File: src/core/rpmc_pkg.sv
// rail power-mode control: shared constants, states and timing counts
// assumes a single 50 MHz clock and synchronous active-high reset
package rpmc_pkg;

  // ***********************************************************
  // timing
  // ***********************************************************
  localparam int CLK_KHZ       = 50000;   // mclk rate in kHz
  localparam int T_RAIL3_MS    = 2;       // rail_3 delay after rail_2 power-ok
  localparam int T_RAIL1_MS    = 4;       // rail_1 delay after rail_2 power-ok
  localparam int T_RAIL5_MS    = 8;       // rail_5 delay after rail_2 power-ok
  localparam int T_RST_MS      = 64;      // reset time-out, plain default
  localparam int RAIL3_CYC_DEF = T_RAIL3_MS * CLK_KHZ;
  localparam int RAIL1_CYC_DEF = T_RAIL1_MS * CLK_KHZ;
  localparam int RAIL5_CYC_DEF = T_RAIL5_MS * CLK_KHZ;
  localparam int RST_CYC_DEF   = T_RST_MS * CLK_KHZ;
  localparam int CNT_W         = 23;      // holds the longest count

  // ***********************************************************
  // rail vector layout, index 1..7
  // ***********************************************************
  localparam logic [7:1] RAILS_OFF    = 7'h00;
  localparam logic [7:1] RAILS_HIB    = 7'h01;
  localparam logic [7:1] RAILS_NORMAL = 7'h1F;
  localparam logic [7:1] RAILS_ALL    = 7'h7F;

  // ***********************************************************
  // power-mode states
  // ***********************************************************
  typedef enum logic [3:0] {
    S_OFF   = 4'h1,
    S_START = 4'h2,
    S_ON    = 4'h4,
    S_HIB   = 4'h8
  } rpmc_state_t;

endpackage : rpmc_pkg

File: src/core/rpmc_timer.sv
// rail power-mode control: saturating up-counter with synchronous clear
// assumes clr is synchronous to mclk
`timescale 1ns/1ps
module rpmc_timer
  import rpmc_pkg::*;
(
  input  wire logic             mclk,
  input  wire logic             sys_rst,
  input  wire logic             clr,
  output logic [CNT_W-1:0]      count
);

  logic [CNT_W-1:0] count_reg;
  logic [CNT_W-1:0] count_next;

  // saturates so a long-held condition never wraps back below a threshold
  assign count_next = clr ? '0 : ((&count_reg) ? count_reg : count_reg + 1'b1);
  assign count      = count_reg;

  always_ff @(posedge mclk) begin
    if (sys_rst) begin
      count_reg <= '0;
    end else begin
      count_reg <= count_next;
    end
  end

endmodule : rpmc_timer

File: src/core/rpmc_rail_power_mode_control.sv
// rail power-mode control: decides which of seven rails are on
// assumes all inputs synchronous to mclk; open-drain outputs need pull-ups
`timescale 1ns/1ps
module rpmc_rail_power_mode_control
  import rpmc_pkg::*;
#(
  parameter int RAIL3_CYC = RAIL3_CYC_DEF,
  parameter int RAIL1_CYC = RAIL1_CYC_DEF,
  parameter int RAIL5_CYC = RAIL5_CYC_DEF,
  parameter int RST_CYC   = RST_CYC_DEF
) (
  input  wire logic  mclk,
  input  wire logic  sys_rst,
  input  wire logic  power_hold_in,
  input  wire logic  hibernate_request_n,
  input  wire logic  pushbutton_in_n,
  input  wire logic  manual_reset_in_n,
  input  wire logic  force_first_rail_on,
  input  wire logic  aux6_enable,
  input  wire logic  aux7_enable,
  input  wire logic  rail2_power_ok,
  input  wire logic  irq_event,
  input  wire logic  voltage_select_in,
  output logic       voltage_select_level,
  output logic       rail_1,
  output logic       rail_2,
  output logic       rail_3,
  output logic       rail_4,
  output logic       rail_5,
  output logic       rail_6,
  output logic       rail_7,
  output logic       reset_out_n_o,
  output logic       reset_out_n_oe_n,
  output logic       interrupt_out_n_o,
  output logic       interrupt_out_n_oe_n,
  output logic       button_state_out_n_o,
  output logic       button_state_out_n_oe_n,
  output logic       sys_mode_on
);

  // ***********************************************************
  // state and timers
  // ***********************************************************
  rpmc_state_t      state_reg;
  rpmc_state_t      state_next;
  logic             wake_reg;
  logic             wake_next;
  logic [7:1]       rail_reg;
  logic [7:1]       rail_next;
  logic             rst_drive_reg;
  logic             irq_drive_reg;
  logic             btn_drive_reg;
  logic             volt_sel_reg;
  logic [CNT_W-1:0] seq_count;
  logic [CNT_W-1:0] rst_count;

  wire held        = power_hold_in & hibernate_request_n;
  wire btn_pressed = ~pushbutton_in_n;
  wire seq_clr     = (state_reg != S_START) | ~rail2_power_ok;
  wire rst_clr     = (state_reg == S_OFF) | ~rail2_power_ok | ~manual_reset_in_n;
  wire rst_done    = rst_count >= CNT_W'(RST_CYC);
  wire r3_due      = seq_count >= CNT_W'(RAIL3_CYC);
  wire r1_due      = seq_count >= CNT_W'(RAIL1_CYC);
  wire r5_due      = seq_count >= CNT_W'(RAIL5_CYC);

  rpmc_timer u_seq_timer (
    .mclk    (mclk),
    .sys_rst (sys_rst),
    .clr     (seq_clr),
    .count   (seq_count)
  );

  rpmc_timer u_rst_timer (
    .mclk    (mclk),
    .sys_rst (sys_rst),
    .clr     (rst_clr),
    .count   (rst_count)
  );

  // ***********************************************************
  // mode sequencing
  // ***********************************************************
  always_comb begin
    state_next = state_reg;
    wake_next  = wake_reg;
    case (state_reg)
      S_OFF: begin
        wake_next = 1'b0;
        if (btn_pressed) begin
          state_next = S_START;
        end
      end
      S_START: begin
        // processor must have taken control before release
        if (!btn_pressed) begin
          state_next = held ? S_ON : S_OFF;
        end
      end
      S_ON: begin
        wake_next = 1'b0;
        if (!power_hold_in) begin
          state_next = S_OFF;
        end else if (!hibernate_request_n) begin
          state_next = force_first_rail_on ? S_HIB : S_OFF;
        end
      end
      S_HIB: begin
        if (!power_hold_in) begin
          state_next = S_OFF;
        end else if (btn_pressed) begin
          state_next = S_START;
          wake_next  = 1'b1;
        end
      end
      default: begin
        state_next = S_OFF;
        wake_next  = 1'b0;
      end
    endcase
  end

  // ***********************************************************
  // rail enables
  // ***********************************************************
  // rail_1 stays up through a wake so hibernate memory is kept
  wire [7:1] rails_start = {2'b00, r5_due, rail2_power_ok, r3_due, 1'b1,
                            r1_due | wake_reg};
  wire [7:1] rails_on    = {aux7_enable, aux6_enable, 5'h1F};

  assign rail_next = (state_reg == S_START) ? rails_start :
                     (state_reg == S_ON)    ? rails_on    :
                     (state_reg == S_HIB)   ? RAILS_HIB   : RAILS_OFF;

  always_ff @(posedge mclk) begin
    if (sys_rst) begin
      state_reg     <= S_OFF;
      wake_reg      <= 1'b0;
      rail_reg      <= RAILS_OFF;
      rst_drive_reg <= 1'b1;
      irq_drive_reg <= 1'b0;
      btn_drive_reg <= 1'b0;
      volt_sel_reg  <= 1'b0;
    end else begin
      state_reg     <= state_next;
      wake_reg      <= wake_next;
      rail_reg      <= rail_next;
      rst_drive_reg <= ~rst_done;
      irq_drive_reg <= irq_event;
      btn_drive_reg <= btn_pressed;
      volt_sel_reg  <= voltage_select_in;
    end
  end

  // ***********************************************************
  // outputs
  // ***********************************************************
  assign {rail_7, rail_6, rail_5, rail_4, rail_3, rail_2, rail_1} = rail_reg;
  assign voltage_select_level    = volt_sel_reg;
  assign sys_mode_on             = (state_reg == S_ON);
  // open-drain: data is always low, enable low pulls the wire
  assign reset_out_n_o           = 1'b0;
  assign reset_out_n_oe_n        = ~rst_drive_reg;
  assign interrupt_out_n_o       = 1'b0;
  assign interrupt_out_n_oe_n    = ~irq_drive_reg;
  assign button_state_out_n_o    = 1'b0;
  assign button_state_out_n_oe_n = ~btn_drive_reg;
endmodule : rpmc_rail_power_mode_control

File: config.mk
export PLATFORM = sky130hd
export DESIGN_NAME = rpmc_rail_power_mode_control
export DESIGN_NICKNAME = d
export VERILOG_FILES = /design/src/core/rpmc_pkg.sv /design/src/core/rpmc_timer.sv /design/src/core/rpmc_rail_power_mode_control.sv
export SDC_FILE = /design/constraint.sdc
export NUM_CORES = 1
export LEC_CHECK = 0
export BUFFER_PORTS_ARGS = -buffer_cell sky130_fd_sc_hd__buf_2
export CAP_MARGIN = 20
export CORE_ASPECT_RATIO = 1.25
export CORE_UTILIZATION = 33
export CTS_BUF_LIST = sky130_fd_sc_hd__clkbuf_16
export CTS_CLUSTER_SIZE = 20
export DETAILED_ROUTE_END_ITERATION = 6
export GPL_ROUTABILITY_DRIVEN = 0
export PLACE_DENSITY = 0.49
export SYNTH_ARGS = -nofsm -noshare
export SYNTH_HDL_FRONTEND = slang
export SYNTH_HIERARCHICAL = 1
export SYNTH_SLANG_ARGS = --single-unit
File: constraint.sdc
create_clock -name mclk -period 4.1 [get_ports mclk]
set_clock_uncertainty 0.2 [all_clocks]
set_input_delay 0.41 -clock mclk [delete_from_list [all_inputs] [get_ports mclk]]
set_output_delay 0.41 -clock mclk [all_outputs]
set_load 0.02 [all_outputs]
After elaboration in Yosys (flattened, before gate mapping) --
Index checks and enable logic that the tools add are counted.
Word-level totals: logic and storage cells 59, input bits 12, bits in registers 62, output and inout bits 15
Cells by class: eq/ne operators 9, bitwise gates (word level) 13, reductions and logical operators 7, add/sub/neg operators 2, multiplexer cells 14, magnitude comparators 4
Operators with widths (count):
- adder 23 x 1 -> 23 bit, second input constant | 2
- AND reduction 23 bit | 2
- two-way mux 4 bit | 6
- greater-or-equal comparator 23 x 17 -> 1 bit, second input constant | 1
- greater-or-equal comparator 23 x 18 -> 1 bit, second input constant | 1
- greater-or-equal comparator 23 x 19 -> 1 bit, second input constant | 1
- greater-or-equal comparator 23 x 22 -> 1 bit, second input constant | 1
- case mux 4 bit (4 select lines) | 1
- NOT 1 bit | 8
- two-way mux 7 bit | 1
- != test 2 bit, second input constant | 3
- OR reduction 2 bit | 3
- two-way mux 5 bit | 1
- equality test 4 x 1 -> 1 bit, second input constant | 1
- equality test 4 x 2 -> 1 bit, second input constant | 1
- equality test 4 x 3 -> 1 bit, second input constant | 1
- equality test 4 bit, second input constant | 1
- != test 4 x 2 -> 1 bit, second input constant | 1
- OR 1 bit | 4
- two-way mux 1 bit | 3
- two-way mux 3 bit | 1
- != test 3 bit, second input constant | 1
- AND reduction 3 bit | 1
- case mux 1 bit (2 select lines) | 1
- 2 further kinds | 2

Logic depth before layout (Yosys ltp) --
Gate-level depths: netlist of run 1.
depth in word-level cells 4, depth in mapped cells 10, mapped depth without buffers 7

Cells and area by module --
The synthesis of run 1 kept the hierarchy.
By module, submodules not included:
- rpmc_timer | area each 1331.3 µm², seq. area each 460.4 µm², cells an instance 158, instances 2
- rpmc_rail_power_mode_control | area each 899.6 µm², seq. area each 320.3 µm², cells an instance 104, instances 1

Least setup slack after synthesis of run 1 --
Ideal clock, no wire load.
path kind register -> register, from reg state_reg[0], to reg u_seq_timer.count_reg[6], in the netlist u_seq_timer/count[6], path slack 2029 ps, data required time 3837 ps, setup time 63 ps, buffers on the path 2, cell stages (with the launch flop) 8, arrival 1808 ps, period minus slack after synthesis 2071 ps, cells stage by stage dfxtp_1 buf_4 nor2_1 nand3_1 or2_2 buf_4 or4_1 nand3_1
Between the ends: longest elaborated chain between the ends 3
Ends and longest elaborated chain:
- start: declaration | RTL line rpmc_rail_power_mode_control.sv:44 | rpmc_state_t state_reg;
- start signal: assignment | RTL line rpmc_rail_power_mode_control.sv:144 | state_reg <= state_next;
- != test 4 x 2 -> 1 bit | RTL line rpmc_rail_power_mode_control.sv:59 | wire seq_clr = (state_reg != S_START) | ~rail2_power_ok;
- OR 1 bit | RTL line rpmc_rail_power_mode_control.sv:59
- net seq_clr | RTL line rpmc_rail_power_mode_control.sv:59
- OR reduction 2 bit (no source line)
- end signal: assignment | RTL line rpmc_timer.sv:24 | count_reg <= count_next;
- end: declaration | RTL line rpmc_timer.sv:13 | logic [CNT_W-1:0] count_reg;
The timed path passes the listed nets, and every way through them passes these cells. A chain may end at the register's enable or synchronous reset.

Worst setup path after layout of run 1 --
from reg state_reg[1], to reg u_seq_timer.count_reg[6], in the netlist u_seq_timer/count[6]
The elaborated chain is that of the path after synthesis.

==> run summary, run 1 <==
Post-Route Utilization = 0.381
Synth area leader = dfxtp_1
Multi-input logic area = 2130 um^2
Vias in the first global route = 2997
Cell mode on critical path = nand3_1
Post-DP HPWL = 6160 um
Finished Cell Area = 4020 um^2
CTS resizes = 0
Crit path kind = reg2reg
Pre-CTS setup slack = 1610 ps
Status = complete, no violations
Critical R2R Capture = u_seq_timer/count[6]
Hold buffer count at CTS = 0
DP Area = 3730 um^2
Actual slew at the worst max-slew pin = 1080 ps
Final worst setup slack = 1560 ps
Placed insts = 559
Synthesized area per cell = 8.48 um^2
Peak VDD IR = 0.159 mV
Seq cells post-synth = 62
WL/cell = 15.4 um
Critical path, cell by cell = nor2b_1 > nand3_1 > or2_2 > or4_1 > nand3_1
CTS tree = yes
Crit. Startpoint = state_reg[1]
CP Max Fanout = 17
Initial core utilization = 0.337
Hold slack = 81.9 ps
Die footprint = 11200 um^2
Final Hold Viols = 0
Post-route minimum period = 2540 ps
Synth Cell Area = 3560 um^2
Worst path max stage delay = 550 ps
ANT cells = 0
Primary FF master, synth = dfxtp_1
Port Buffers = 23
Finished Layout Cells = 575
H-tree depth = 3
FF-to-FF path depth = 5
Synth cell count leaders = 62 x dfxtp_1, 55 x nand2_1, 32 x a21oi_1
Area Overhead vs Synth = 13.0%
Register area = 1240 um^2
Max-slew violation count = 0
Crit end category = flip-flop
Final period util = 0.619
Hold path cells = 2
Fillers = 1092
Crit-path slowest cell = dfxtp_1
Routed wire length = 8870 um
Achievable Freq = 394 MHz
Core ar. = 10600 um^2
Final Total Pwr = 1.41 mW
Final Setup Violations = 0
Worst-path clk slew = 60 ps
Post-synth EDFFs = 0
R2R Setup Slk = 1560 ps
Worst min path class = in2reg
Worst R2R Start = state_reg[1]
YS warnings = 6
Initial DRC count = 173
Post-Syn Instances = 420
First-pass GRT wire length = 14500 um
Clock tree root driver cell = clkbuf_16
Grt ovf = 0
Area contributors post-synth = dfxtp_1 35%, nand2_1 5.8%, a2111o_1 5.1%, a21oi_1 4.5%, mux2i_1 3.4%
Cell row count = 42
Initial antenna violation count = 0
Max_slew headroom = 0.274
Post-synth ARST share = 0
Post-synthesis sequential area ratio = 0.348
# DRC = 0
MaxCap Viol Count = 0
Total track usage = 0.162
Static Leak = 1.29 nW
Unrepaired setup endpoints after global routing = no
Drt first pass iters = 5
Pin count of the biggest net entering global routing = 28
Crit start category = flip-flop
CP Capture Point = u_seq_timer/count[6]
Die X = 94.9 um
Synth cell types = 62
ANT nets after route = 0
Boundary Pins = 27
Clock latency on the worst-skew pair = 320 ps
Routed via count = 3263
Fin nets = 452
Pwr Density = 351 nW/um^2
Layout cells sized above 1 = 0.167
Setup TNS = 0 ps
Clock Sinks = 62
Postcts setup bufs = 0
Critical Path RT = 4160 ps
Cell with the most instances after synthesis = dfxtp_1
Total CTS buffers = 9
WP data arrival = 2600 ps
Clk buf depth = 2
Vias/cell = 5.67
Die height = 118 um
Synth top area share = 0.348
[layout make-up]
cell class	count	share of cell area
sequential	62	0.308
tap	132	0.0410
clock buffer	9	0.0560
timing repair buffer	29	0.0398
multi-input combinational	326	0.529
clock inverter	7	0.0165
inverter	10	0.00933
[where the power goes]
| part | internal [mW] | leakage, nW | switching, mW | total (mW) |
|---|---|---|---|---|
| Sequential | 0.608 | 0.501 | 0.00797 | 0.616 |
| Combinational | 0.0207 | 0.640 | 0.0322 | 0.0529 |
| Clock | 0.466 | 0.150 | 0.276 | 0.742 |
[cell usage in the layout (no fill, tap or decap), types with 12 or more instances in the layout]
cell      instances
buf_2            23
nand2_1          55
nand4_1          12
o21ai_0          24
nand3_1          22
mux2i_1          12
or3_1            13
nor2_1           18
a21oi_1          32
a2111o_1         16
dfxtp_1          62
[worst min-delay path by stage]
stage / endpoint / slack (ps) / start
5_1_grt: rail_reg[7] / 90 / aux7_enable
4_1_cts: rail_reg[7] / 70 / aux7_enable
3_5_place_dp: u_seq_timer/count[1] / 300 / u_seq_timer/count[1]
3_3_place_gp: u_rst_timer/count[15] / 290 / u_rst_timer/count[15]
2_1_floorplan: rst_drive_reg / 260 / u_rst_timer/count[22]
6_report: rail_reg[7] / 80 / aux7_enable
[worst max-delay path: cells and delay by family, from the launching register on]
kind / cells / cell delay [ps]
flip-flops: 1 / 550
AND/OR/NAND/NOR: 5 / 1720
[routing by layer]
layer	vias to the layer above	part of all wire	GRT usage
met2	36	0.52	0.283
met3	8	0.022	0.0360
met5	-	0	0
li1	1656	-	-
met4	0	0.011	0.0521
met1	1563	0.45	0.193
[logic make-up after synthesis]
group,share of synthesized area
muxes,0.0337
and+or+nand+nor,0.307
AOI/OAI and AO/OA,0.236
other,0.00105
buffers and inverters,0.0597
DFF,0.348
xor gates and xnor gates,0.00703
adders and majority gates,0.00702
Power figures use the tool's default switching activity.
==> inputs of run 2 (changes only) <==
--- a/config.mk
+++ b/config.mk
@@ -5,6 +5,7 @@
 export SDC_FILE = /design/constraint.sdc
 export NUM_CORES = 1
 export LEC_CHECK = 0
+export ABC_AREA = 1
 export BUFFER_PORTS_ARGS = -buffer_cell sky130_fd_sc_hd__buf_2
 export CAP_MARGIN = 20
 export CORE_ASPECT_RATIO = 1.25
==> constraint.sdc (replaced) <==
create_clock -name mclk -period 2.5 [get_ports mclk]
set_clock_uncertainty 0.2 [all_clocks]
set_input_delay 0.25 -clock mclk [delete_from_list [all_inputs] [get_ports mclk]]
set_output_delay 0.25 -clock mclk [all_outputs]
set_load 0.02 [all_outputs]
==> run 2 against run 1 <==
Effect of this change:
- cell area increased by 4.2%
- highest routed layer unchanged
- register-to-register slack got worse by 1300 ps
- total power increased by 56%
- die area increased by 2.7%
- non-clock buffer count increased by 1
- first-iteration DRC count decreased by 50%
- worst setup slack got worse by 1300 ps
- global-route usage increased by 0.43 points
==> run summary, run 2 <==
DP Area = 3890 um^2 (+4.1%)
Post-synth EDFFs = 0 (unchanged)
Core ar. = 10700 um^2 (+1.0%)
Initial core utilization = 0.343 (+0.00571)
Final Hold Viols = 0 (unchanged)
MaxCap Viol Count = 0 (unchanged)
Post-synthesis mux area share = 0 (-0.0337)
Die height = 120 um (+1.3%)
# DRC = 0 (unchanged)
First-pass GRT wire length = 14700 um (+0.90%)
ANT nets after route = 0 (unchanged)
YS warnings = 6 (unchanged)
H-tree depth = 3 (unchanged)
Total track usage = 0.167 (+0.00433)
Clk buf depth = 2 (unchanged)
Layout cells sized above 1 = 0.110 (-0.0574)
Area Overhead vs Synth = 14.6%
Peak VDD IR = 0.277 mV (+74%)
Actual slew at the worst max-slew pin = 746 ps (-332 ps)
Compound-cell area share of the yosys netlist = 0.0681 (-0.168)
Vias in the first global route = 3321 (+11%)
Seq cells post-synth = 62 (unchanged)
Post-Synth XOR/XNOR Area = 0.0335 (+0.0265)
ANT cells = 0 (unchanged)
Final worst setup slack = 259 ps (-1300 ps)
Register area = 1240 um^2 (unchanged)
Post-Route Utilization = 0.393 (+0.0121)
Port Buffers = 23 (unchanged)
Hold buffer count at CTS = 6 (+6)
CTS resizes = 0 (unchanged)
Post-DP HPWL = 6600 um (+7.0%)
Commonest non-fill, non-tap cells in the layout = 167 x nand2_1, 95 x inv_1, 88 x nor2_1
Largest family of logic cells by synthesized area = simple AND/OR/NAND/NOR gates
Pre-CTS setup slack = 175 ps (-1430 ps)
Die footprint = 11500 um^2 (+2.7%)
Grt ovf = 0 (unchanged)
Cell with the most instances after synthesis = nand2_1
Simple-gate area share of the yosys netlist = 0.431 (+0.124)
Clock latency on the worst-skew pair = 330 ps (about the same)
Most common cell after layout, fill and taps aside = nand2_1
Total CTS buffers = 9 (unchanged)
Initial antenna violation count = 0 (unchanged)
Pin count of the biggest net entering global routing = 19 (-32%)
Synth top area share = 0.339 (-0.00918)
CTS tree = yes
Crit end category = flip-flop
Pwr Density = 524 nW/um^2 (+50%)
Synth cell count leaders = 167 x nand2_1, 93 x inv_1, 88 x nor2_1
Final Total Pwr = 2.20 mW (+56%)
Achievable Freq = 446 MHz (+13%)
Synthesized area per cell = 6.28 um^2 (-26%)
WP data arrival = 2280 ps (-320 ps)
Post-Syn Instances = 583 (+39%)
Post-Synth Adder-Cell Area = 0.00684 (-0.000185)
Post-synthesis sequential area ratio = 0.339 (-0.00918)
Primary FF master, synth = dfxtp_1
Finished Cell Area = 4190 um^2 (+4.2%)
Final Setup Violations = 0 (unchanged)
Area contributors post-synth = dfxtp_1 34%, nand2_1 17%, inv_1 9.5%, nor2_1 9.0%, nand3_1 6.0%
Max-slew violation count = 0 (unchanged)
Post-synth ARST share = 0 (unchanged)
Drt first pass iters = 4 (-1)
Initial DRC count = 86 (-50%)
Static Leak = 1.85 nW (+43%)
WL/cell = 11.6 um (-25%)
Setup TNS = 0 ps (unchanged)
Worst min path class = in2reg
Fin nets = 631 (+40%)
Routed via count = 3496 (+7.1%)
Postcts setup bufs = 0 (unchanged)
Vias/cell = 4.65 (-18%)
Status = complete, no violations
Critical Path RT = 2540 ps (-1620 ps)
Multi-input logic area = 1980 um^2 (-6.8%)
Crit start category = flip-flop
Die X = 96.2 um (+1.3%)
Clock Sinks = 62 (unchanged)
Routed wire length = 8720 um (-1.6%)
Synth Cell Area = 3660 um^2 (+2.7%)
Worst-path clk slew = 50 ps (about the same)
Synth area leader = dfxtp_1
CP Max Fanout = 13 (-4)
Post-route minimum period = 2240 ps (-297 ps)
Synth cell types = 30 (-52%)
Final period util = 0.896 (+0.277)
Boundary Pins = 27 (unchanged)
Crit path kind = reg2reg
Clock tree root driver cell = clkbuf_16
Max_slew headroom = 0.501 (+0.226)
Unrepaired setup endpoints after global routing = no
Cell row count = 42 (unchanged)
Fillers = 1174 (+7.5%)
==> run 2: logic make-up (layout without fill, tap and decap cells) <==
group / count (synthesis) / after routing
AO/OA/AOI/OAI: 43 / 43
XOR/XNOR: 14 / 14
adder cells (fa/ha/maj): 2 / 2
buffers and inverters: 108 / 143
flip-flops: 62 / 62
other: 1 / 3
AND/OR/NAND/NOR: 353 / 353
==> run 2: cell type report <==
cell class	count	area share
Timing Repair Buffer	30	0.0436
Clock buffer	9	0.0537
Sequential cell	62	0.296
Clock inverter	5	0.00507
Tap cell	132	0.0394
Multi-Input combinational cell	415	0.473
Inverter	99	0.0892
==> run 2: path summary, 6_finish.rpt <==
kind                       start               endpoint  slack [ps]  cells after the start
setup / recovery    state_reg[0]  u_rst_timer/count[16]         260                      7
hold / removal    rail2_power_ok            rail_reg[4]          20                      3
setup reg to reg    state_reg[0]  u_rst_timer/count[16]         260                      7
hold reg to reg         wake_reg               wake_reg         250                      2
==> run 2: per-stage QoR <==
stage | hold WS, ps | std cells
floorplan | 117 | 585
global placement | 239 | 732
detailed placement | 248 | 732
CTS | 4.93 | 752
global route | 20.0 | 752
finish | 16.6 | 752
==> run 2: routing by layer <==
metal / GRT usage / vias to the layer above / routed length, um
met5: 0 / - / 0
met4: 0.0672 / 0 / 132
met3: 0.0418 / 10 / 162
met2: 0.300 / 37 / 4650
met1: 0.182 / 1584 / 3780
li1: - / 1865 / -
==> run 2: critical path, cell delays in order (launching register included) <==
cell and delay [ps]:
dfxtp_1 360, inv_1 90, nor2_1 60, nand2_1 110, nand3_1 80, nor2_1 590
inv_1 420, a31oi_2 240
==> run 2: power breakdown <==
part           internal (mW)  leakage (nW)  total, mW  switching [mW]
clock                  0.643         0.131       1.05           0.411
sequential              1.00         0.501       1.02          0.0139
combinational         0.0450          1.22      0.126          0.0814
